===== src/wdg_regs.vh =====
// Register map, field positions, reset values and timing counts of the
// watchdog block. Assumes the includer works on 32-bit AHB-Lite words.
`ifndef WDG_REGS_VH
`define WDG_REGS_VH

// Register indexes; the byte address is four times the index
`define WDG_IDX_CAUSE 8'h55
`define WDG_IDX_CTRL 8'h60

// Control register fields
`define WDG_CTL_IF 7
`define WDG_CTL_IE 6
`define WDG_CTL_P3 5
`define WDG_CTL_CE 4
`define WDG_CTL_RE 3

// Reset-cause register fields
`define WDG_CS_DBG 4
`define WDG_CS_WD 3
`define WDG_CS_BO 2
`define WDG_CS_EXT 1
`define WDG_CS_POR 0

// Reset values
`define WDG_CAUSE_RST 5'h01
`define WDG_PSEL_RST 4'h0

// Timing
`define WDG_CE_CYCLES 3'h4
`define WDG_BASE_PERIOD 2048
`define WDG_PSEL_MAX 4'h9

// Bus encodings
`define WDG_HSIZE_WORD 3'h2

`endif


===== src/wdg_top.v =====
// Watchdog timer with reset-cause status, reached over AHB-Lite.
// Assumes all inputs synchronous to hclk; hresetn is the power-on reset.
`include "wdg_regs.vh"

module wdg_top #(
  parameter BASE_PERIOD = `WDG_BASE_PERIOD
) (
  // Clock and power-on reset
  input wire hclk,
  input wire hresetn,
  // AHB-Lite slave
  input wire hsel,
  input wire [31:0] haddr,
  input wire [1:0] htrans,
  input wire hwrite,
  input wire [2:0] hsize,
  input wire [31:0] hwdata,
  input wire hready,
  output wire hreadyout,
  output wire hresp,
  output reg [31:0] hrdata,
  // Core side
  input wire global_int_enable,
  input wire wdt_vector_ack,
  input wire wdt_restart,
  input wire osc_tick,
  output wire wdt_irq,
  // Reset system
  input wire always_on_fuse,
  input wire debug_port_reset,
  input wire brownout_reset,
  input wire external_pin_reset,
  output reg watchdog_reset
);

  // Bus data phase state
  reg dp_wr;
  reg dp_cause;
  reg dp_ctrl;
  reg rd_wait;

  // Control register state
  reg int_flag;
  reg int_en;
  reg [3:0] psel;
  reg ce;
  reg [2:0] ce_cnt;
  reg re;

  // Next values
  reg next_if;
  reg next_ie;
  reg [3:0] next_psel;
  reg next_ce;
  reg [2:0] next_ce_cnt;
  reg next_re;
  reg sel_cause;
  reg sel_ctrl;
  reg [7:0] rd_mux;

  wire take;
  wire wr_ctrl;
  wire wr_cause;
  wire [7:0] wd;
  wire [4:0] cause;
  wire watchdog_reset_cause_flag;
  wire fuse_on;
  wire re_eff;
  wire ie_eff;
  wire run;
  wire timeout;
  wire wd_fire;
  wire set_if;
  wire sys_rst;
  wire ack_comb;

  // ---- AHB-Lite slave ----

  // Address phase is taken only while the bus is ready
  assign take = hsel & hready & htrans[1];

  // Reads hold one wait state so data comes from a flop
  assign hreadyout = ~rd_wait;
  assign hresp = 1'b0;

  // Address decode; anything else reads zero and ignores writes
  always @* begin
    sel_cause = 1'b0;
    sel_ctrl = 1'b0;
    if (haddr == {22'h000000, `WDG_IDX_CAUSE, 2'h0}) begin
      sel_cause = 1'b1;
    end else if (haddr == {22'h000000, `WDG_IDX_CTRL, 2'h0}) begin
      sel_ctrl = 1'b1;
    end
  end

  // Capture the address phase; non-word writes are ignored
  always @(posedge hclk or negedge hresetn) begin
    if (!hresetn) begin
      dp_wr <= 1'b0;
      dp_cause <= 1'b0;
      dp_ctrl <= 1'b0;
    end else if (take) begin
      dp_wr <= hwrite & (hsize == `WDG_HSIZE_WORD);
      dp_cause <= sel_cause;
      dp_ctrl <= sel_ctrl;
    end else if (hreadyout) begin
      dp_wr <= 1'b0;
    end
  end

  // Read wait state and read data register
  always @(posedge hclk or negedge hresetn) begin
    if (!hresetn) begin
      rd_wait <= 1'b0;
      hrdata <= 32'h00000000;
    end else if (take && !hwrite) begin
      rd_wait <= 1'b1;
    end else if (rd_wait) begin
      rd_wait <= 1'b0;
      hrdata <= {24'h000000, rd_mux};
    end
  end

  // Write strobes act at the end of the data phase
  assign wr_ctrl = dp_wr & dp_ctrl;
  assign wr_cause = dp_wr & dp_cause;
  assign wd = hwdata[7:0];

  // ---- Mode selection ----

  // Fuse input low means programmed
  assign fuse_on = ~always_on_fuse;

  // Programmed fuse locks reset on and interrupt off
  assign re_eff = re | fuse_on;
  assign ie_eff = int_en & ~fuse_on;

  // Stopped only when neither action is selected
  assign run = re_eff | ie_eff;

  // Combined mode resets only if the flag is still pending
  assign wd_fire = timeout & re_eff & (~ie_eff | int_flag);
  assign set_if = timeout & ie_eff;

  // Any system reset other than power-on
  assign sys_rst = watchdog_reset | debug_port_reset |
                   brownout_reset | external_pin_reset;

  assign ack_comb = wdt_vector_ack & int_flag;

  // Request to the core only with both enables
  assign wdt_irq = int_flag & ie_eff & global_int_enable;

  // ---- Reset-cause flags ----

  wdg_cause_flags u_flags (
    .hclk(hclk),
    .hresetn(hresetn),
    .set_evt({debug_port_reset, wd_fire, brownout_reset,
              external_pin_reset, 1'b0}),
    .wr_en(wr_cause),
    .wr_data(wd[4:0]),
    .flags(cause)
  );

  assign watchdog_reset_cause_flag = cause[`WDG_CS_WD];

  // ---- Counter ----

  wdg_counter #(
    .BASE_PERIOD(BASE_PERIOD)
  ) u_counter (
    .hclk(hclk),
    .hresetn(hresetn),
    .run(run),
    .restart(wdt_restart | sys_rst),
    .osc_tick(osc_tick),
    .psel(psel),
    .timeout(timeout)
  );

  // ---- Control register next state ----

  // System resets return the control bits to their initial values, except RE while the watchdog cause flag is set
  always @* begin
    next_if = int_flag;
    next_ie = int_en;
    next_psel = psel;
    next_ce = ce;
    next_ce_cnt = ce_cnt;
    next_re = re;
    if (sys_rst) begin
      next_if = 1'b0;
      next_ie = 1'b0;
      next_psel = `WDG_PSEL_RST;
      next_ce = 1'b0;
      next_ce_cnt = 3'h0;
      next_re = 1'b0;
    end else begin
      // Flag: a new time-out beats any clear
      if (set_if) begin
        next_if = 1'b1;
      end else if (ack_comb) begin
        next_if = 1'b0;
      end else if (wr_ctrl && wd[`WDG_CTL_IF]) begin
        next_if = 1'b0;
      end
      // Enable: vector in combined mode drops to reset-only
      if (wr_ctrl) begin
        next_ie = wd[`WDG_CTL_IE];
      end
      if (ack_comb && re_eff) begin
        next_ie = 1'b0;
      end
      // Change-enable window of four clocks
      if (wr_ctrl && wd[`WDG_CTL_CE]) begin
        next_ce = 1'b1;
        next_ce_cnt = `WDG_CE_CYCLES;
      end else if (ce) begin
        next_ce_cnt = ce_cnt - 3'h1;
        if (ce_cnt == 3'h1) begin
          next_ce = 1'b0;
        end
      end
      // PSEL and clearing RE open only inside the window; RE can also be set outside it
      if (wr_ctrl && ce) begin
        next_psel = {wd[`WDG_CTL_P3], wd[2:0]};
        next_re = wd[`WDG_CTL_RE];
      end else if (wr_ctrl) begin
        next_re = re | wd[`WDG_CTL_RE];
      end
    end
    // Cause flag keeps reset enabled
    next_re = next_re | watchdog_reset_cause_flag;
  end

  // Control register flops
  always @(posedge hclk or negedge hresetn) begin
    if (!hresetn) begin
      int_flag <= 1'b0;
      int_en <= 1'b0;
      psel <= `WDG_PSEL_RST;
      ce <= 1'b0;
      ce_cnt <= 3'h0;
      re <= 1'b0;
    end else begin
      int_flag <= next_if;
      int_en <= next_ie;
      psel <= next_psel;
      ce <= next_ce;
      ce_cnt <= next_ce_cnt;
      re <= next_re;
    end
  end

  // One-cycle watchdog reset pulse to the reset system
  always @(posedge hclk or negedge hresetn) begin
    if (!hresetn) begin
      watchdog_reset <= 1'b0;
    end else begin
      watchdog_reset <= wd_fire;
    end
  end

  // ---- Read data ----

  // Reads show locked enables as the mode really is
  always @* begin
    rd_mux = 8'h00;
    if (dp_cause) begin
      rd_mux = {3'h0, cause};
    end else if (dp_ctrl) begin
      rd_mux = {int_flag, ie_eff, psel[3], ce, re_eff, psel[2:0]};
    end
  end

endmodule // wdg_top


===== src/wdg_counter.v =====
// Time-out counter of the watchdog, counting oscillator ticks.
// Assumes osc_tick is a one-cycle pulse synchronous to hclk.
`include "wdg_regs.vh"

module wdg_counter #(
  parameter BASE_PERIOD = `WDG_BASE_PERIOD
) (
  // Clock and reset
  input wire hclk,
  input wire hresetn,
  // Control
  input wire run,
  input wire restart,
  input wire osc_tick,
  input wire [3:0] psel,
  // Event
  output wire timeout
);

  reg [20:0] count;
  wire [20:0] last;

  // Last count of a period; reserved selects give the longest period
  function [20:0] wdg_last;
    input [3:0] sel;
    reg [31:0] p;
    begin
      p = BASE_PERIOD;
      if (sel > `WDG_PSEL_MAX) begin
        p = p << `WDG_PSEL_MAX;
      end else begin
        p = p << sel;
      end
      wdg_last = p[20:0] - 21'h000001;
    end
  endfunction

  assign last = wdg_last(psel);

  // A shorter period chosen late ends at once, hence the compare
  assign timeout = run & osc_tick & (count >= last);

  // Back to zero on restart and after every time-out
  always @(posedge hclk or negedge hresetn) begin
    if (!hresetn) begin
      count <= 21'h000000;
    end else if (!run || restart) begin
      count <= 21'h000000;
    end else if (timeout) begin
      count <= 21'h000000;
    end else if (osc_tick) begin
      count <= count + 21'h000001;
    end
  end

endmodule // wdg_counter


===== src/wdg_cause_flags.v =====
// Sticky reset-cause flags of the status register.
// Assumes hresetn is the power-on reset and set pulses are synchronous.
`include "wdg_regs.vh"

module wdg_cause_flags (
  // Clock and power-on reset
  input wire hclk,
  input wire hresetn,
  // Cause events
  input wire [4:0] set_evt,
  // Software write
  input wire wr_en,
  input wire [4:0] wr_data,
  // Flags
  output wire [4:0] flags
);

  reg [4:0] flag;
  wire [4:0] rst_val;

  assign rst_val = `WDG_CAUSE_RST;
  assign flags = flag;

  // Set beats a software clear in the same cycle
  genvar i;
  generate
    for (i = 0; i < 5; i = i + 1) begin : g_flag
      always @(posedge hclk or negedge hresetn) begin
        if (!hresetn) begin
          flag[i] <= rst_val[i];
        end else if (set_evt[i]) begin
          flag[i] <= 1'b1;
        end else if (wr_en && !wr_data[i]) begin
          flag[i] <= 1'b0;
        end
      end
    end
  endgenerate

endmodule // wdg_cause_flags


===== config.mk =====
export PLATFORM = sky130hd
export DESIGN_NAME = wdg_top
export DESIGN_NICKNAME = d
export VERILOG_FILES = /design/src/wdg_top.v /design/src/wdg_counter.v /design/src/wdg_cause_flags.v
export VERILOG_INCLUDE_DIRS = /design/src /design/src/src
export SDC_FILE = /design/constraint.sdc
export NUM_CORES = 1
export LEC_CHECK = 0
export BUFFER_PORTS_ARGS = -buffer_cell sky130_fd_sc_hd__buf_2
export CAP_MARGIN = 20
export CORE_MARGIN = 2
export CORE_UTILIZATION = 53
export CTS_BUF_LIST = sky130_fd_sc_hd__clkbuf_4 sky130_fd_sc_hd__clkbuf_8 sky130_fd_sc_hd__clkbuf_16
export DETAILED_ROUTE_END_ITERATION = 12
export GPL_TIMING_DRIVEN = 1
export PLACE_DENSITY = 0.95
export SETUP_SLACK_MARGIN = 0.02
export SYNTH_ARGS = -nofsm -noshare
export SYNTH_HDL_FRONTEND = slang
export SYNTH_SLANG_ARGS = --single-unit

===== constraint.sdc =====
create_clock -name hclk -period 8.96 [get_ports hclk]
set_clock_uncertainty 0.2 [all_clocks]
set_input_delay 0.448 -clock hclk [delete_from_list [all_inputs] [get_ports hclk]]
set_output_delay 0.448 -clock hclk [all_outputs]
set_load 0.02 [all_outputs]

# After elaboration in Yosys (flattened, before gate mapping)

Cells that the tools add are included.

Add/subtract/negate cells: 3
Multiply operators: 0
Divide/modulo/power cells: 0
Order comparisons: 2
Equal/unequal tests: 5
Shift operators: 1
Muxes and demuxes: 39
Bitwise logic cells: 27
Reduce and logical (&&, ||, !) cells: 28

Operator list:

| cell                    | number |
|---|---|
| $mux W21                | 4 |
| $eq A32 B9 Y1 const B   | 2 |
| $mux W1                 | 28 |
| $add A21 B1 Y21 const B | 1 |
| $ge A21 B21 Y1          | 1 |
| $shl A12 B4 Y21 const A | 1 |
| $sub A21 B1 Y21 const B | 1 |
| $mux W8                 | 2 |
| $and A1 B1 Y1           | 14 |
| $logic_and A1 B1 Y1     | 10 |
| $reduce_bool A2 Y1      | 5 |
| $mux W3                 | 3 |
| $or A1 B1 Y1            | 9 |
| $reduce_bool A3 Y1      | 3 |
| $mux W4                 | 2 |
| $logic_not A1 Y1        | 7 |
| $gt A4 B4 Y1 const B    | 1 |
| $not A1 Y1              | 4 |
| $reduce_bool A4 Y1      | 1 |
| $eq A3 B1 Y1 const B    | 1 |
| $eq A3 B2 Y1 const B    | 1 |
| $sub A3 B1 Y3 const B   | 1 |
| $ne A2 B1 Y1 const B    | 1 |
| $reduce_and A2 Y1       | 1 |
| $logic_or A1 B1 Y1      | 1 |

Register bits: 50
Latch bits: 0
Memory bits (writable): 0
Memory bits (read-only): 0
Bits of input ports: 82
Output and inout port bits: 36
Logic and storage cells: 123
Memories: 0

# Longest topological paths before layout

Depth after elaboration: 8
Depth in mapped cells: 17

# Modules after synthesis

A second synthesis with hierarchy kept.

Cell total of the unflattened synthesis: 347
Area, all modules: 3,215.6 sq um

Modules (own cells, without submodules):

| module          | times used | cells each | area each (sq um) |
|---|---|---|---|
| wdg_counter     | 1          | 191        | 1,592.8 |
| wdg_top         | 1          | 141        | 1,427.6 |
| wdg_cause_flags | 1          | 15         | 195.2 |

# Worst setup path before layout

OpenSTA, ideal clock, no wires.

Path kind: reg-to-reg
Start: register psel[3]
End: register u_counter.count[10]
Library setup time: 0.133 ns
Arrival: 3.046 ns
Required time: 8.627 ns
Setup slack: 5.580 ns
Cell stages (with the launch flop): 17
Buffers on the path: 3
Clock period less this slack: 3.380 ns
Cells stage by stage: dfrtp_1 -> clkbuf_1 -> nor3_1 -> nand2_1 -> ha_1 -> clkbuf_1 -> nor3_1 -> a21oi_1 -> o21a_1 -> ha_1 -> nand2_1 -> nor4_1 -> nand3_1 -> nand3_1 -> a21o_1 -> clkbuf_1 -> nor2_1

Word-level cells in the longest chain between the ends: 7
Elaborated cells on any way between the ends: 9
Those cells by class: add/sub (1); order compare (2); shift (1); mux (3); bitwise (1); reduce/logical (1)

Ends and longest elaborated chain:

| element                                                | line             | source |
|---|---|---|
| start, declared                                        | wdg_top.v:45     | `reg [3:0] psel;` |
| start signal, assigned                                 | wdg_top.v:243    | `` psel <= `WDG_PSEL_RST; `` |
| start signal, assigned                                 | wdg_top.v:250    | `psel <= next_psel;` |
| $shl A12 B4 Y21 / $gt A4 B4 Y1 (equally long branches) | --               |  |
| $mux W21 (*)                                           | wdg_counter.v:29 | `` if (sel > `WDG_PSEL_MAX) begin `` |
| $sub A21 B1 Y21 (*)                                    | wdg_counter.v:34 | `wdg_last = p[20:0] - 21'h000001;` |
| $ge A21 B21 Y1 (*)                                     | wdg_counter.v:41 | `assign timeout = run & osc_tick & (count >= last);` |
| $and A1 B1 Y1 (*)                                      | wdg_counter.v:41 |  |
| $mux W21                                               | wdg_counter.v:49 | `end else if (timeout) begin` |
| $mux W21                                               | wdg_counter.v:47 | `end else if (!run \|\| restart) begin` |
| end signal, assigned                                   | wdg_counter.v:52 | `count <= count + 21'h000001;` |
| end, declared                                          | wdg_counter.v:20 | `reg [20:0] count;` |

Every way passes the cells marked *; elsewhere a longest branch is shown, timed or not.
A chain may end at the register's enable or synchronous reset.

# Worst setup path in the final report

Start: register psel[2]
End: register u_counter.count[13]

Same word-level chain as after synthesis.

==> reports/results.tsv <==
stage	metric	value	unit
floorplanning	start_util	0.554	
critical_path	cp_data_arrival_time	3670	ps
final_layout	nets	503	
global_routing	grt_use_total	0.215	
clock_tree	cts.sinks	50	
clock_tree	ctsResizeCount	0	
synth	synthCells	346	
clock_tree	clkTransAtPathRegs	90	ps
sta	relSlewSlack	0.443	
final_layout	final_common_cell	buf_2	
detailed_routing	wl	6640	um
floorplanning	pin_count	118	
sta	setup_slack	5250	ps
final_layout	antenna_cells	0	
synth	synth_top_cell_area_share	0.400	
synth	synth_adder_area_share	0.0571	
synth	synth_warnings	0	
synth	synthTopCellsByArea	dfrtp_1 40%, buf_4 6.1%, ha_1 5.7%, nand2_1 5.0%, nor2_1 4.8%	
synth	synth_seq_area_share	0.408	
synth	synth.distinct_cells	52	
sta	finalHoldViolations	0	
detailed_routing	vias	2611	
global_routing	antenna_found_initial	0	
synth	synth-seq-cells	50	
final_layout	drive_above_1_share	0.216	
min_path	hold_class	input pin to flop	
final_layout	n_fill_cell	446	
synth	synth_top_area_cell	dfrtp_1	
place	port_buffers	67	
detailed_routing	drcViolationCount	0	
critical_path	cp-end-kind	flop	
detailed_routing	viasPerCell	5.44	
floorplanning	die_w	80.1	um
clock_tree	clock_path_buffers	2	
global_routing	grt_overflow	0	
synth	synthFlopType	dfrtp_1	
synth	yosys.area_share.xor_xnor	0.0542	
synth	synth_compound_area_frac	0.117	
floorplanning	die_area	0.00642	sq mm
detailed_routing	drt_first_pass_iters	5	
sta	fmax	0.270	GHz
run	cap_violations	0	
floorplanning	rows	27	
clock_tree	cts_tree	yes	
floorplanning	fp.dieH	80.1	um
pwr	ir_drop	0.0000961	V
final_layout	instances_no_fill	480	
sta	worstMarginPinSlew	830	ps
critical_path	rrSetupSlack	5250	ps
clock_tree	htreeDepth	2	
place	place.gp.congestion	0.882	
sta	min_period_over_period	0.414	
synth	synth_edf_count	0	
sta	slew_viol_final	0	
critical_path	required	8920	ps
critical_path	worstSetupStartpointType	flop	
pwr	p_per_area	130	mW/mm^2
detailed_routing	wl_per_cell	13.8	um
global_routing	grt_max_degree	51	
detailed_routing	first_iter_violations	159	
place	dp_cells	470	
synth	syn_area	0.00307	sq mm
clock_tree	post_cts_buffers	0	
final_layout	synthToLayoutAreaGrowth	14.3	%
sta	period_needed	3710	ps
final_layout	mostFrequentLayoutCells	67 x buf_2, 49 x dfrtp_1, 41 x nand2_1	
sta	rsz0062_at_grt	false	
synth	synth_top_family_by_area	simple AND/OR/NAND/NOR gates	
floorplanning	fp.coreArea	0.00554	sq mm
critical_path	critical_path_class	flop to flop	
global_routing	first_global_vias	2460	
clock_tree	cts_hold_buffers	0	
synth	avgSynthCellArea	8.87	sq um
clock_tree	cts_buffers	5	
synth	synthArstFlopShare	1.00	
place	dp_hpwl	5070	um
sta	setup_viol	0	
synth	synthMuxAreaShare	0.0228	
detailed_routing	postRouteAntennaNets	0	
synth	synth_simple_gate_area_share	0.245	
pwr	finalPower	455	uW
clock_tree	cts-root-buf	clkbuf_8	
global_routing	grt_pass1_wl	10800	um
pwr	leakage	0.00162	uW
status	status	completed	
place	pre_cts_ws	5310	ps
critical_path	critPathMaxFanout	16	
clock_tree	worstSkewPairLatency	310	ps
sta	tns	0	ps
[worst max-delay path: stages, from the launching register on]
cell and delay, ps:
dfrtp_1 500, nor3_1 280, nand2b_1 110, ha_1 300, nor3_1 220, a21oi_1 60, o21a_1 190, ha_1 260
nand2_1 60, nor4_1 370, nand3_1 140, nand3_1 190, a21o_1 520, nor2_1 130
[registers in the layout (all words and copies together) (netlist names)]
name	count
psel	4
u_flags.flags	5
ce_cnt	3
dp_wr	1
rd_wait	1
re	1
u_counter.count	21
int_flag	1
dp_cause	1
int_en	1
watchdog_reset	1
ce	1
dp_ctrl	1
hrdata	8
[where the power goes]
group	internal (uW)	switching, uW
registers	226	0.274
logic	12.7	23.2
clock network	119	74.3
[per-layer routing]
| metal | global-route usage | wire [um] | up-vias |
|---|---|---|---|
| met5 | 0 | 0 | - |
| met4 | 0.0898 | 141 | 0 |
| met3 | 0.0438 | 440 | 13 |
| met2 | 0.356 | 3290 | 105 |
| met1 | 0.273 | 2770 | 1217 |
| li1 | - | - | 1276 |
[cell usage after synthesis, types with 3 or more instances]
master	n
and3_1	5
nand4_1	6
dfrtp_1	49
nor3_1	3
o21ai_0	20
nand3_1	15
nand3_2	3
nor2_1	39
nor4_1	8
xnor2_1	8
ha_1	14
inv_1	10
nand2b_1	8
xor2_1	11
a21oi_1	17
o31ai_1	3
clkbuf_1	13
nand2_1	41
mux2i_1	7
buf_4	25
[metrics by stage]
step / hold slack (ps) / utilization / area [sq um]
finish: 111 / 0.633 / 3510
detailed placement: 253 / 0.602 / 3340
global placement: 249 / 0.602 / 3340
global route: 117 / 0.633 / 3510
CTS: 102 / 0.628 / 3480
floorplan: -47.6 / - / 3160
[worst paths after layout]
| check | startpoint | cells after the start | to |
|---|---|---|---|
| min in group asynchronous | hresetn | 2 | u_counter.count[5] |
| setup reg to reg | psel[2] | 13 | u_counter.count[13] |
| setup / recovery | psel[2] | 13 | u_counter.count[13] |
| hold reg to reg | u_flags.flags[0] | 1 | u_flags.flags[0] |
| max in group asynchronous | hresetn | 3 | u_flags.flags[0] |
| hold / removal | hwrite | 2 | rd_wait |
[final cells by class]
class / count / area, sq um / area share
timing repair buffer: 69 / 365 / 0.104
clock inverter: 2 / 60.1 / 0.0171
tap: 72 / 90.1 / 0.0257
multi-input combinational: 271 / 1620 / 0.462
clock buffer: 6 / 82.6 / 0.0235
inverter: 10 / 37.5 / 0.0107
sequential: 50 / 1250 / 0.357
[logic make-up (layout without fill, tap and decap cells)]
group | count (synthesis) | in the layout
fa+ha+maj | 14 | 14
mux | 7 | 7
xor+xnor | 19 | 19
buf+inv | 49 | 87
flops | 50 | 50
simple gates | 146 | 146
other cells | 2 | 26
compound gates | 59 | 59
Note: power is estimated with default switching activity, not from simulation.
